<file path="config.mk">
export PLATFORM = sky130hd
export DESIGN_NAME = wdt_top
export DESIGN_NICKNAME = d
export VERILOG_FILES = /design/src/wdt_pkg.sv /design/src/wdt_prescale.sv /design/src/wdt_top.sv
export SDC_FILE = /design/constraint.sdc
export NUM_CORES = 1
export LEC_CHECK = 0
export BUFFER_PORTS_ARGS = -buffer_cell sky130_fd_sc_hd__buf_2
export CORE_MARGIN = 8
export CORE_UTILIZATION = 65
export DETAILED_ROUTE_END_ITERATION = 16
export PLACE_DENSITY = 0.86
export SETUP_SLACK_MARGIN = 0.02
export SLEW_MARGIN = 10
export SYNTH_ARGS = -nofsm -noshare
export SYNTH_HDL_FRONTEND = slang
export SYNTH_SLANG_ARGS = --single-unit
export TNS_END_PERCENT = 30
</file>
<file path="constraint.sdc">
create_clock -name core_clk -period 7.7 [get_ports core_clk]
set_input_delay 1.155 -clock core_clk [delete_from_list [all_inputs] [get_ports core_clk]]
set_output_delay 1.155 -clock core_clk [all_outputs]
set_load 0.05 [all_outputs]
</file>
<file path="src/wdt_pkg.sv">
package wdt_pkg;

	// Time base
	localparam int CLK_PERIOD_NS = 50;
	localparam int SLOW_PERIOD_NS = 1_000_000;
	localparam int SLOW_DIV       = SLOW_PERIOD_NS / CLK_PERIOD_NS;

	// Counter width in bits, and timeout lengths in counting-clock cycles
	localparam int CNT_W     = 18;
	localparam int SLOW_TO_S = 32'h0000_0020;
	localparam int SLOW_TO_M = 32'h0000_0100;
	localparam int SLOW_TO_L = 32'h0000_0400;
	localparam int BUS_TO_S  = 32'h0000_2000;
	localparam int BUS_TO_M  = 32'h0001_0000;
	localparam int BUS_TO_L  = 32'h0004_0000;

	// Service bytes
	localparam logic [7:0] SVC_FIRST  = 8'h55;
	localparam logic [7:0] SVC_SECOND = 8'hAA;

	// Option register field positions
	localparam int TSEL_POS = 6;
	localparam int CLKS_POS = 7;
	localparam int WIN_POS  = 6;

	// Reset values and encodings of the option fields
	localparam logic [1:0] TSEL_RST = 2'h3;
	localparam logic [1:0] TSEL_OFF = 2'h0;
	localparam logic       CLKS_RST = 1'h1;
	localparam logic       WIN_RST  = 1'h0;
	localparam logic       CLKS_BUS = 1'h0;
	localparam logic       CLKS_SLOW = 1'h1;

	typedef struct packed {
		logic       valid;
		logic [7:0] data;
	} wdt_wr_t;

	typedef enum logic [1:0] {
		SEQ_IDLE  = 2'b01,
		SEQ_ARMED = 2'b10
	} wdt_seq_t;

endpackage

</file>
<file path="src/wdt_prescale.sv">
`timescale 1ns/10ps
module wdt_prescale import wdt_pkg::*; #(
	parameter int DIV = SLOW_DIV
) (
	input  wire logic core_clk, // System clock
	input  wire logic nrst,     // Async reset, active low
	output logic      tick      // One-cycle enable per DIV cycles
);
	if (DIV < 2) begin : g_chk
		$error("wdt_prescale: DIV must be at least 2");
	end

	logic [31:0] cnt;
	logic [31:0] next_cnt;
	logic        next_tick;

	always_comb begin
		next_tick = 1'b0;
		next_cnt  = cnt + 32'h0000_0001;
		if (cnt == 32'(DIV - 1)) begin
			next_cnt  = 32'h0000_0000;
			next_tick = 1'b1;
		end
	end

	always_ff @(posedge core_clk or negedge nrst) begin
		if (!nrst) begin
			cnt  <= 32'h0000_0000;
			tick <= 1'b0;
		end else begin
			cnt  <= next_cnt;
			tick <= next_tick;
		end
	end
endmodule

</file>
<file path="src/wdt_top.sv">
`timescale 1ns/10ps
// Behaviour
// RQ1 - Watchdog enabled after every reset; only a zero timeout select disables it.
// RQ2 - Writing 0x55 then 0xAA to status address restarts the timeout.
// RQ3 - Service writes never alter the read-only reset status contents.
// RQ4 - Timeout expiry without completed service requests a system reset.
// RQ5 - Any other byte written to the status address resets immediately; code ignores it while the watchdog is disabled.
// RQ6 - Clock select picks bus clock or the 1 kHz low-power tick.
// RQ7 - Three timeouts per source; default 1 kHz source, longest 2^10.
// RQ8 - Bus clock with window enable: service only in last 25 percent.
// RQ9 - In window mode a premature service write resets immediately.
// RQ10 - No window with 1 kHz source; service accepted anytime.
// RQ11 - Counter initialised by reset and first option writes; later writes ignored.
// RQ12 - Bus clock: counter holds in debug or stop, resumes after.
// RQ13 - 1 kHz source: counter cleared in debug or stop, restarts from zero.
// RQ14 - Software should write both option registers during initialisation.
// RQ15 - Software should service from main flow, not from an interrupt.
// RQ16 - All three timeouts per source are parameters; longest 2^10 on 1 kHz.
module wdt_top import wdt_pkg::*; #(
	parameter int SLOW_DIVIDE = SLOW_DIV,
	parameter int SLOW_SHORT  = SLOW_TO_S,
	parameter int SLOW_MID    = SLOW_TO_M,
	parameter int SLOW_LONG   = SLOW_TO_L,
	parameter int BUS_SHORT  = BUS_TO_S,
	parameter int BUS_MID    = BUS_TO_M,
	parameter int BUS_LONG   = BUS_TO_L
) (
	input  wire logic    core_clk,      // 20 MHz bus clock
	input  wire logic    nrst,          // Async reset, active low
	input  wire wdt_wr_t status_wr,     // Write to status register address
	input  wire wdt_wr_t opt_one_wr,    // Write to system options one
	input  wire wdt_wr_t opt_two_wr,    // Write to system options two
	input  wire logic    debug_mode,    // Background debug active
	input  wire logic    stop_mode,     // Stop mode active
	output logic         sys_reset_req, // One-cycle system reset request
	output logic         wdt_caused,    // Sticky: last reset came from watchdog
	output logic         wdt_enabled    // Watchdog currently enabled
);
	if (SLOW_SHORT < 4 || BUS_SHORT < 4 || SLOW_LONG > (1 << CNT_W) || BUS_LONG > (1 << CNT_W)) begin : g_chk
		$error("wdt_top: timeout lengths out of range");
	end

	////////////////////////////////////////////////////////////////////////////
	// State

	logic [CNT_W-1:0] cnt;
	logic [1:0]       tsel;
	logic             clks;
	logic             win_en;
	logic             opt_one_lock;
	logic             opt_two_lock;
	wdt_seq_t         seq;
	logic             slow_tick;

	logic [CNT_W-1:0] next_cnt;
	logic [1:0]       next_tsel;
	logic             next_clks;
	logic             next_win_en;
	logic             next_opt_one_lock;
	logic             next_opt_two_lock;
	wdt_seq_t         next_seq;
	logic             next_reset_req;
	logic             next_caused;

	logic [CNT_W:0]   period;
	logic             enabled;
	logic             win_open;
	logic             mode_hold;
	logic             count_en;
	logic             trip;

	wdt_prescale #(.DIV(SLOW_DIVIDE)) i_wdt_prescale (
		.core_clk (core_clk),
		.nrst     (nrst),
		.tick     (slow_tick)
	);

	////////////////////////////////////////////////////////////////////////////
	// Timeout selection and window

	always_comb begin
		case ({clks, tsel}) // see RQ7, see RQ16
			3'b001:  period = (CNT_W+1)'(BUS_SHORT);
			3'b010:  period = (CNT_W+1)'(BUS_MID);
			3'b011:  period = (CNT_W+1)'(BUS_LONG);
			3'b101:  period = (CNT_W+1)'(SLOW_SHORT);
			3'b110:  period = (CNT_W+1)'(SLOW_MID);
			3'b111:  period = (CNT_W+1)'(SLOW_LONG);
			default: period = (CNT_W+1)'(SLOW_LONG);
		endcase
	end

	assign enabled   = (tsel != TSEL_OFF); // see RQ1
	assign mode_hold = debug_mode | stop_mode;
	assign count_en  = (clks == CLKS_SLOW) ? slow_tick : 1'b1; // see RQ6
	// Window only on bus clock; the 1 kHz source is always open
	assign win_open  = !(clks == CLKS_BUS && win_en) ||
	                   ({1'b0, cnt} >= period - (period >> 2)); // see RQ8, see RQ10

	////////////////////////////////////////////////////////////////////////////
	// Next-state logic

	always_comb begin
		next_cnt          = cnt;
		next_tsel         = tsel;
		next_clks         = clks;
		next_win_en       = win_en;
		next_opt_one_lock = opt_one_lock;
		next_opt_two_lock = opt_two_lock;
		next_seq          = seq;
		trip              = 1'b0;
		if (enabled) begin
			if (mode_hold) begin
				if (clks == CLKS_SLOW)
					next_cnt = '0; // see RQ13
			end else if (count_en) begin // see RQ12
				if ({1'b0, cnt} == period - 1'b1)
					trip = 1'b1; // see RQ4
				else
					next_cnt = cnt + 1'b1;
			end
			if (status_wr.valid) begin
				if (status_wr.data != SVC_FIRST && status_wr.data != SVC_SECOND) begin
					trip = 1'b1; // see RQ5
				end else if (!win_open) begin
					trip = 1'b1; // see RQ9
				end else if (status_wr.data == SVC_FIRST) begin
					next_seq = SEQ_ARMED;
				end else if (seq == SEQ_ARMED) begin
					next_cnt = '0; // see RQ2
					next_seq = SEQ_IDLE;
					trip     = 1'b0;
				end
			end
		end
		// Write-once options; first write also re-initialises the counter
		if (opt_one_wr.valid && !opt_one_lock) begin // see RQ11
			next_tsel         = opt_one_wr.data[TSEL_POS +: 2];
			next_opt_one_lock = 1'b1;
			next_cnt          = '0;
		end
		if (opt_two_wr.valid && !opt_two_lock) begin // see RQ11
			next_clks         = opt_two_wr.data[CLKS_POS];
			next_win_en       = opt_two_wr.data[WIN_POS];
			next_opt_two_lock = 1'b1;
			next_cnt          = '0;
		end
		if (trip) begin
			next_cnt = '0;
			next_seq = SEQ_IDLE;
		end
		next_reset_req = trip;
		// Status bit moves only on a trip, never on service writes
		next_caused    = wdt_caused | trip; // see RQ3
	end

	always_ff @(posedge core_clk or negedge nrst) begin
		if (!nrst) begin
			cnt           <= '0;
			tsel          <= TSEL_RST;
			clks          <= CLKS_RST;
			win_en        <= WIN_RST;
			opt_one_lock  <= 1'b0;
			opt_two_lock  <= 1'b0;
			seq           <= SEQ_IDLE;
			sys_reset_req <= 1'b0;
			wdt_caused    <= 1'b0;
			wdt_enabled   <= 1'b1;
		end else begin
			cnt           <= next_cnt;
			tsel          <= next_tsel;
			clks          <= next_clks;
			win_en        <= next_win_en;
			opt_one_lock  <= next_opt_one_lock;
			opt_two_lock  <= next_opt_two_lock;
			seq           <= next_seq;
			sys_reset_req <= next_reset_req;
			wdt_caused    <= next_caused;
			wdt_enabled   <= (next_tsel != TSEL_OFF);
		end
	end

	logic quiet;
	assign quiet = !status_wr.valid && !opt_one_wr.valid && !opt_two_wr.valid;
endmodule

</file>
* Word level (Yosys, flattened, before mapping)
Index checks and enable logic that the tools add are counted.
** Cells by class
- Add/subtract/negate cells :: 4
- $lt $le $gt $ge :: 1
- Equality and inequality tests :: 12
- Muxes and demuxes :: 34
- Bitwise logic cells :: 3
- Reduce and logical (&&, ||, !) cells :: 16
** Operators by type and width (count)
- 18-bit two-way mux :: 13
- 19-bit one-hot mux with 5 select lines :: 1
- 32-bit by 1-bit adder with 32-bit output (second input constant) :: 1
- 32-bit by 15-bit equality test with 1-bit output (second input constant) :: 1
- 32-bit two-way mux :: 1
- 18-bit by 19-bit equality test with 1-bit output :: 1
- 18-bit by 19-bit greater-or-equal comparator with 1-bit output :: 1
- 19-bit by 1-bit subtractor with 19-bit output (second input constant) :: 1
- 19-bit by 17-bit subtractor with 19-bit output :: 1
- 18-bit by 1-bit adder with 18-bit output (second input constant) :: 1
- 2-bit two-way mux :: 8
- 1-bit two-way mux :: 11
- 2-bit nonzero test :: 5
- 8-bit by 7-bit equality test with 1-bit output (second input constant) :: 1
- 8-bit by 7-bit != test with 1-bit output (second input constant) :: 1
- 8-bit != test (second input constant) :: 1
- 3-bit by 2-bit equality test with 1-bit output (second input constant) :: 2
- 3-bit equality test (second input constant) :: 2
- 5-bit AND reduction :: 1
- 1-bit logical AND :: 4
- 4-bit nonzero test :: 1
- 3-bit by 1-bit equality test with 1-bit output (second input constant) :: 1
- 1-bit zero test :: 3
- 3-bit nonzero test :: 1
- 5 further kinds :: 6
** Word-level totals
- Register bits after elaboration :: 62
- Bits of input ports :: 31
- Output and inout port bits :: 3
- Word-level logic and storage cells :: 82

* Depth between registers and ports, before layout
Gate-level depths: netlist of run 1.
- Word-level depth :: 16
- Gate-level depth with buffers :: 17

* Hierarchy
A second synthesis of run 1 with hierarchy kept.
** Unflattened totals
- Cells, all modules :: 423
- Area, all modules :: 4072.7 um2
** By module, submodules not included
- wdt_top :: instances 1, cells each 279, area each 2429.8 um2, seq. area each 732.0 um2
- wdt_prescale :: instances 1, cells each 144, area each 1642.8 um2, seq. area each 825.8 um2

* Worst setup path before layout of run 1
No wires, ideal clock.
- Kind :: flip-flop to flip-flop
- Start :: register tsel[1]
- End :: register cnt[14]
- Library setup time :: 0.082 ns
- Data arrival time :: 3.405 ns
- Required time :: 7.618 ns
- Slack :: 4.213 ns
- Cell stages (with the launch flop) :: 17
- Cells stage by stage :: dfstp_2 buf_2 nand2b_1 or2_2 clkbuf_1 inv_1 ha_1 xnor2_1 ha_1 o21ai_0 o21ai_2 or3_4 o2bb2ai_2 nor3b_4 buf_6 nand2_1 a31oi_1
** On the way
- Cells in the longest elaborated chain, start to end :: 16
** Ends and longest elaborated chain
- start: declaration :: RTL line wdt_top.sv:47 : logic [1:0] tsel;
- start signal: assignment :: RTL line wdt_top.sv:171 : tsel <= next_tsel;
- 3-bit equality test, or another cell as far along :: RTL line wdt_top.sv:82 : case ({clks, tsel})
- 19-bit one-hot mux with 5 select lines :: RTL line wdt_top.sv:82
- 19-bit by 1-bit subtractor with 19-bit output :: RTL line wdt_top.sv:117 : if ({1'b0, cnt} == period - 1'b1)
- 18-bit by 19-bit equality test with 1-bit output :: RTL line wdt_top.sv:117
- 18-bit two-way mux :: RTL line wdt_top.sv:117
- 18-bit two-way mux :: RTL line wdt_top.sv:116 : end else if (count_en) begin
- 18-bit two-way mux :: RTL line wdt_top.sv:113 : if (mode_hold) begin
- 18-bit two-way mux :: RTL line wdt_top.sv:129 : end else if (seq == SEQ_ARMED) begin
- 18-bit two-way mux :: RTL line wdt_top.sv:127 : end else if (status_wr.data == SVC_FIRST) begin
- 18-bit two-way mux :: RTL line wdt_top.sv:125 : end else if (!win_open) begin
- 18-bit two-way mux :: RTL line wdt_top.sv:123 : if (status_wr.data != SVC_FIRST && status_wr.data != SVC_SECOND) begin
- 18-bit two-way mux :: RTL line wdt_top.sv:122 : if (status_wr.valid) begin
- 18-bit two-way mux :: RTL line wdt_top.sv:112 : if (enabled) begin
- 18-bit two-way mux :: RTL line wdt_top.sv:137 : if (opt_one_wr.valid && !opt_one_lock) begin
- 18-bit two-way mux :: RTL line wdt_top.sv:142 : if (opt_two_wr.valid && !opt_two_lock) begin
- 18-bit two-way mux :: RTL line wdt_top.sv:148 : if (trip) begin
- end signal: assignment :: RTL line wdt_top.sv:170 : cnt <= next_cnt;
- end: declaration :: RTL line wdt_top.sv:46 : logic [CNT_W-1:0] cnt;
Parallel ways exist; a longest one is shown, timed or not. The select of a mux whose other input is x is not followed.
A chain may end at the register's enable or synchronous reset.

* Worst setup path after layout of run 1
- Start :: register clks
- End :: register cnt[14]
** On the way
- Cells in the longest elaborated chain, start to end :: 16
** Ends and longest elaborated chain
- start: declaration :: RTL line wdt_top.sv:48 : logic clks;
- start signal: assignment :: RTL line wdt_top.sv:172 : clks <= next_clks;
- 3-bit equality test, or another cell as far along :: RTL line wdt_top.sv:82
- 19-bit one-hot mux with 5 select lines :: RTL line wdt_top.sv:82
- 19-bit by 1-bit subtractor with 19-bit output :: RTL line wdt_top.sv:117
- 18-bit by 19-bit equality test with 1-bit output :: RTL line wdt_top.sv:117
- 18-bit two-way mux :: RTL line wdt_top.sv:117
- 18-bit two-way mux :: RTL line wdt_top.sv:116
- 18-bit two-way mux :: RTL line wdt_top.sv:113
- 18-bit two-way mux :: RTL line wdt_top.sv:129
- 18-bit two-way mux :: RTL line wdt_top.sv:127
- 18-bit two-way mux :: RTL line wdt_top.sv:125
- 18-bit two-way mux :: RTL line wdt_top.sv:123
- 18-bit two-way mux :: RTL line wdt_top.sv:122
- 18-bit two-way mux :: RTL line wdt_top.sv:112
- 18-bit two-way mux :: RTL line wdt_top.sv:137
- 18-bit two-way mux :: RTL line wdt_top.sv:142
- 18-bit two-way mux :: RTL line wdt_top.sv:148
Parallel ways exist; a longest one is shown, timed or not. The select of a mux whose other input is x is not followed.

==> impl_metrics.yaml, run 1 <==
run:
  cap_violations: 0
cts:
  cts-root-to-sink-buffers: 2
  cts_tree: "built"
  numCtsBuffers: 9
  cts.sinks: 62
  ctsHtreeMaxLevel: 3
  postCtsResizedCells: 0
  postCtsSetupBuffers: 0
  cts-hold-fix-buffers: 0
  clk_pin_slew_worst_paths_ps: 80
  clock_tree.root_cell: "clkbuf_8"
  clock_latency_ps: 360
timing:
  setup_slack_ps: 3640
  hold-worst-slack_ps: 462
  period_needed_ps: 4060
  finalSetupViolCount: 0
  final_min_period_over_clock_period_pct: 52.7
  worstMarginPinSlew_ps: 887
  skew_ps: 9.36
  finalHoldViolCount: 0
  fmax_ghz: 0.246
  rsz_0062_raised_after_global_routing: "false"
  drv_slew: 0
  slew_headroom_pct: 40.4
  fin_tns_setup_ps: 0
routing:
  drt_iter0_markers: 288
  detailroute.via_count: 3169
  ant_nets: 0
  drc: 0
  detail_route.wl_per_cell_um: 17.4
  postRouteWirelength_um: 8900
  dr.pass1.iters: 4
  drt-vias-per-instance: 6.20
yosys:
  synth.top_cell.area_share_pct: 36.8
  synth_ff_type: "dfrtp_1"
  syn_area_mm2: 0.00387
  synth_top_cells_by_area: "dfrtp_1, ha_1, xnor2_1, nand2_1, nand3_1"
  synth_async_sr_flop_share_pct: 100
  mappedNetlistNets: 462
  yosys_warnings: 0
  seq_area_frac_synth_pct: 40.2
  synthesis.instances: 410
  number_of_synthesized_flops_with_an_enable_pin: 0
  postSynthRegisterBits: 62
  yosysTopAreaCell: "dfrtp_1"
  yosys.cell_count.top_type: "dfrtp_1"
  synth_cell_type_count: 65
  synth.avg_cell_area_um2: 9.45
  post_synth_most_frequent_cells: "dfrtp_1, nand2_1, nor2_1"
worst_setup_path:
  crit_required_ps: 7980
  crit_end_category: "flop"
  critical_path.max_fanout: 18
  worst-endpoint-arrival_ps: 4340
  type_of_origin_of_the_critical_path: "flop"
  critical_path_class: "reg2reg"
global_routing:
  pin_count_of_the_biggest_net_entering_global_routing: 63
  use_met3_pct: 5.85
  grt_use_total_pct: 21.7
  grt_antenna_before_repair: 0
  globalRoute.busiestLayer: "met2"
  gr-usage-met1_pct: 24.6
  grt_overflow: 0
  use_met2_pct: 37.4
  via_count_of_the_first_global_routing_pass: 3245
  wire_length_of_the_first_global_routing_pass_um: 14900
floorplanning:
  initial_core_util_pct: 66.2
  die_height_um: 93.2
  die_w_um: 93.2
  placementRows: 28
  ios: 34
  placeableCoreArea_mm2: 0.00585
  dieArea_mm2: 0.00868
power_and_ir_drop:
  vdd.ir_drop.worst_uv: 210
  design_power_total_w: 0.000857
  power_per_cell_area_mw_per_mm2: 200
  power.leakage_nw: 1.86
placed_design:
  post-place-ws_ps: 3700
  placement.io_buffers: 21
  placer_congestion_estimate: 0.954
  dpl.hpwl_um: 6130
finish:
  drive_gt1_share_pct: 16.3
  final_nets: 483
  flow.area_growth_from_synthesis_pct: 10.6
  n_antenna_cell: 0
worst_hold_path:
  hold_class: "reg2reg"
outcome:
  status: "finished clean"
==> cells by family after synthesis <==
kind of cell    Yosys count  share of synthesized area (%)
simple gates            193                           27.0
mux                       8                           2.23
xor+xnor                 37                           8.37
flops                    62                           40.2
fa+ha+maj                21                           6.79
buf+inv                  25                           3.07
compound gates           64                           12.3
==> routing by layer <==
layer | vias up | routed length, um
met2 | 89 | 4490
met3 | 14 | 407
li1 | 1529 | -
met1 | 1537 | 3790
met4 | 0 | 210
met5 | - | 0
==> sequential cells by signal (all words and copies together), names as in the netlist, 2 cells and up <==
signal / flops
cnt: 18
i_wdt_prescale.cnt: 32
seq: 2
tsel: 2
==> final timing paths <==
| check | cells after the start | slack, ps | from | end |
|---|---|---|---|---|
| max | 13 | 3640 | clks$_DFFE_PN1P_ | cnt[14]$_DFFE_PN0P_ |
| min | 1 | 460 | wdt_caused$_DFF_PN0_ | wdt_caused$_DFF_PN0_ |
| max reg2reg | 13 | 3640 | clks$_DFFE_PN1P_ | cnt[14]$_DFFE_PN0P_ |
| min reg2reg | 1 | 460 | wdt_caused$_DFF_PN0_ | wdt_caused$_DFF_PN0_ |
| max in group asynchronous | 2 | 6250 | nrst | seq[1]$_DFFE_PN0P_ |
| min in group asynchronous | 2 | 950 | nrst | i_wdt_prescale.cnt[27]$_DFF_PN0_ |
==> through the flow <==
step	area, um^2	std cells	util [%]
after floorplan	3870	410	-
after global placement	4010	495	68.6
after detailed placement	4010	495	68.6
after CTS	4280	511	73.2
after global routing	4280	511	73.2
final	4280	511	73.2
==> report_power, final <==
| group | total (W) | internal, W | switching, W | leakage, nW |
|---|---|---|---|---|
| sequential | 0.000345 | 0.000334 | 0.0000105 | 0.815 |
| clock | 0.000392 | 0.000256 | 0.000136 | 0.132 |
| combinational | 0.000121 | 0.0000490 | 0.0000721 | 0.915 |
==> cell usage in the layout (no fill, tap or decap), types with 4 or more instances in the layout <==
cell type / count
dfstp_2: 5
nand2b_1: 4
xnor2_1: 25
clkbuf_8: 10
nor2_1: 32
nor4bb_1: 4
dfrtp_1: 57
nor2b_1: 9
nor4_1: 8
inv_1: 12
xor2_1: 12
nor3_1: 8
nand3_1: 27
nand4_1: 10
or2_2: 7
ha_1: 21
bufinv_16: 4
o21ai_0: 10
a41oi_1: 5
mux2_2: 5
nand2_1: 45
and3_1: 10
a21oi_1: 14
a31oi_1: 9
buf_2: 21
==> worst max-delay path, stage by stage (launching register included) <==
cell and delay [ps]:
dfstp_2 710, and3b_1 280, inv_1 110, ha_1 270
or2_2 340, ha_1 310, nand4b_1 110, o41a_1 160
o21ai_2 80, or3_4 440, o2bb2ai_2 170, nor2_2 610
a41oi_1 220, a31oi_1 180
==> final cells by class <==
| type | instances | area [um^2] |
|---|---|---|
| inverter | 12 | 45.0 |
| clock buffer | 10 | 138 |
| tap | 75 | 93.8 |
| sequential | 62 | 1560 |
| timing repair buffer | 23 | 120 |
| fill | 439 | 1570 |
| multi-input combinational | 323 | 2200 |
| clock inverter | 6 | 133 |
Note: power is estimated with default switching activity, not from simulation.
==> run 2, diff against run 1 <==
- ABC_AREA: not set -> 1
- CORE_UTILIZATION: 65 -> 61
- PLACE_DENSITY: 0.86 -> 0.81
- clock period: 7.7 -> 3.95 ns (I/O delays scaled with it)
==> run 2 against run 1 <==
Effect of this change:
- utilization is 5.9 points lower
- synthesized area increased by 13%
- cell area up 12%
- clock power is 24% higher
- die area rose by 17%
- fmax up 22%
- critical endpoint is now cnt[10]$_DFFE_PN0P_
- largest cell class unchanged
- highest routed layer unchanged
- synthesized cell count grew 47%
- worst setup slack worse by 3000 ps
- flip-flop and latch count stayed put
- count of clock-buffer cells in the layout unchanged
==> impl_metrics.yaml, run 2 <==
worst_setup_path:
  path_cells: "nand3_1 -> ha_1 -> or2_2 -> ha_1 -> o21ai_0 -> nand3_1 -> nand2_1 -> nand2_1 -> nand2_1 -> nand2_1 -> nand2_1 -> nand4_1 -> nand2_1 -> nand2_1 -> nor2_1 -> nand2_4 -> inv_2 -> nand3_1 -> o21ai_1"
  number_of_buffer_and_inverter_instances_along_the_worst_setup_path: 1
  critPathMostFrequentCell: "nand2_1"
  crit_required_ps: 4220
  critPathTopFamily: "simple AND/OR/NAND/NOR gates"
  critical_path_class: "reg2reg"
  rr_startpoint: "clks$_DFFE_PN1P_"
  crit_end_category: "flop"
  critical_path.startpoint: "clks$_DFFE_PN1P_"
  critical_path.max_fanout: 9
  worst-endpoint-arrival_ps: 3600
  slowest_stage: "dfstp_2"
  type_of_origin_of_the_critical_path: "flop"
  max_stage_delay_ps: 630
cts:
  clk_pin_slew_worst_paths_ps: 70
  clock_tree.root_cell: "clkbuf_8"
  numCtsBuffers: 9
  cts-hold-fix-buffers: 0
  ctsHtreeMaxLevel: 3
  postCtsResizedCells: 0
  cts-root-to-sink-buffers: 2
  postCtsSetupBuffers: 0
  cts_tree: "built"
  cts.sinks: 62
  clock_latency_ps: 340
timing:
  rsz_0062_raised_after_global_routing: "false"
  period_needed_ps: 3330
  setup_slack_ps: 620
  finalHoldViolCount: 0
  fin_tns_setup_ps: 0
  slew_headroom_pct: 41.4
  drv_slew: 0
  hold-worst-slack_ps: 366
  final_min_period_over_clock_period_pct: 84.3
  skew_ps: 14.4
  worstMarginPinSlew_ps: 879
  fmax_ghz: 0.300
  finalSetupViolCount: 0
yosys:
  number_of_synthesized_flops_with_an_enable_pin: 0
  synth.avg_cell_area_um2: 7.29
  yosysTopAreaCell: "dfrtp_1"
  yosys_warnings: 0
  synth_cell_type_count: 40
  mappedNetlistNets: 653
  postSynthRegisterBits: 62
  synth_async_sr_flop_share_pct: 100
  post_synth_most_frequent_cells: "nand2_1, inv_1, dfrtp_1"
  synth.top_cell.area_share_pct: 32.5
  syn_area_mm2: 0.00438
  synth_top_cells_by_area: "dfrtp_1, nand2_1, inv_1, ha_1, nand3_1"
  seq_area_frac_synth_pct: 35.5
  synthesis.instances: 601
  synth_ff_type: "dfrtp_1"
  yosys.cell_count.top_type: "nand2_1"
global_routing:
  grt_antenna_before_repair: 0
  grt_overflow: 0
  pin_count_of_the_biggest_net_entering_global_routing: 40
  via_count_of_the_first_global_routing_pass: 3998
  grt_use_total_pct: 21.9
  wire_length_of_the_first_global_routing_pass_um: 17900
routing:
  ant_nets: 0
  detailroute.via_count: 4082
  drc: 0
  postRouteWirelength_um: 10400
  drt_iter0_markers: 385
  detail_route.wl_per_cell_um: 14.1
  dr.pass1.iters: 6
  drt-vias-per-instance: 5.55
finish:
  final.fill_count: 606
  most_flops_register: "i_wdt_prescale.cnt"
  largest_register_ffs: 32
  flow.area_growth_from_synthesis_pct: 8.99
  most_frequent_standard_cell_in_the_layout_excluding_fill_and_tap_cells: "nand2_1"
  final_nets: 684
  biggestRegsByFlops: "i_wdt_prescale.cnt: 32 flops, cnt: 18 flops"
  layout_common_cells: "nand2_1, inv_1, dfrtp_1, nor2_1, nand3_1"
  n_antenna_cell: 0
  drive_gt1_share_pct: 15.4
placed_design:
  placement.io_buffers: 21
  dpl.hpwl_um: 7970
  placer_congestion_estimate: 0.886
  post-place-ws_ps: 668
floorplanning:
  dieArea_mm2: 0.0102
  initial_core_util_pct: 61.8
  placeableCoreArea_mm2: 0.00710
  placementRows: 31
  ios: 34
  die_height_um: 101
  die_w_um: 101
power_and_ir_drop:
  vdd.ir_drop.worst_uv: 237
  power_per_cell_area_mw_per_mm2: 294
  power.leakage_nw: 2.48
run:
  cap_violations: 0
outcome:
  status: "finished clean"
worst_hold_path:
  hold_class: "in2async"
==> run 2: cell types whose count changed in the layout (fill, tap and decap cells not counted), moves of 14 or more <==
cell     change
o21ai_1     +15
nand3_1     +14
xnor2_1     -20
nand2_1     +91
nor3_1      +14
inv_1       +94
==> run 2: cell type report <==
| cell class | instances | area (um^2) | area share [%] |
|---|---|---|---|
| clock inverters | 6 | 36.3 | 0.759 |
| flip-flops and latches | 62 | 1560 | 32.6 |
| well taps | 99 | 124 | 2.59 |
| inverters | 116 | 438 | 9.16 |
| repair buffers | 23 | 120 | 2.51 |
| clock buffers | 10 | 128 | 2.67 |
| multi-input cells | 420 | 2370 | 49.7 |
==> run 2: metrics by stage <==
step                instance area (um^2)  std cells  utilization (%)  power (W)
detailed placement                  4610        720             65.0   0.000925
finish                              4780        736             67.3    0.00140
floorplan                           4380        601                -   0.000848
global placement                    4610        720             65.0   0.000915
global route                        4780        736             67.3    0.00147
CTS                                 4780        736             67.3    0.00140
==> run 2: cells by family after synthesis <==
kind of cell               synth area share [%]
adders and majority gates                  5.99
xor gates and xnor gates                   3.40
buffers and inverters                      10.3
and+or+nand+nor                            36.5
DFF                                        35.5
AOI/OAI and AO/OA                          8.28
==> run 2: final timing paths <==
kind | slack (ps) | endpoint | cells after the start
min reg2reg | 470 | wdt_caused$_DFF_PN0_ | 1
min | 370 | cnt[5]$_DFFE_PN0P_ | 1
max in group asynchronous | 2690 | tsel[0]$_DFF_PN1_ | 2
max reg2reg | 620 | cnt[10]$_DFFE_PN0P_ | 19
max | 620 | cnt[10]$_DFFE_PN0P_ | 19
min in group core_clk | 450 | opt_one_lock$_DFFE_PN0P_ | 2
==> run 2: report_power, final <==
group | switching (W) | internal (W) | leakage (nW)
combinational | 0.000173 | 0.0000805 | 1.57
sequential | 0.0000138 | 0.000648 | 0.814
clock | 0.000262 | 0.000225 | 0.0862
total | 0.000449 | 0.000954 | 2.48
==> run 2: per-layer routing <==
layer	part of all wire, %	global-route usage, %	up-vias
li1	-	-	2000
met1	44	26.8	1910
met2	47	36.5	144
met3	6.7	4.97	28
met4	1.9	8.14	0
met5	0	0	-
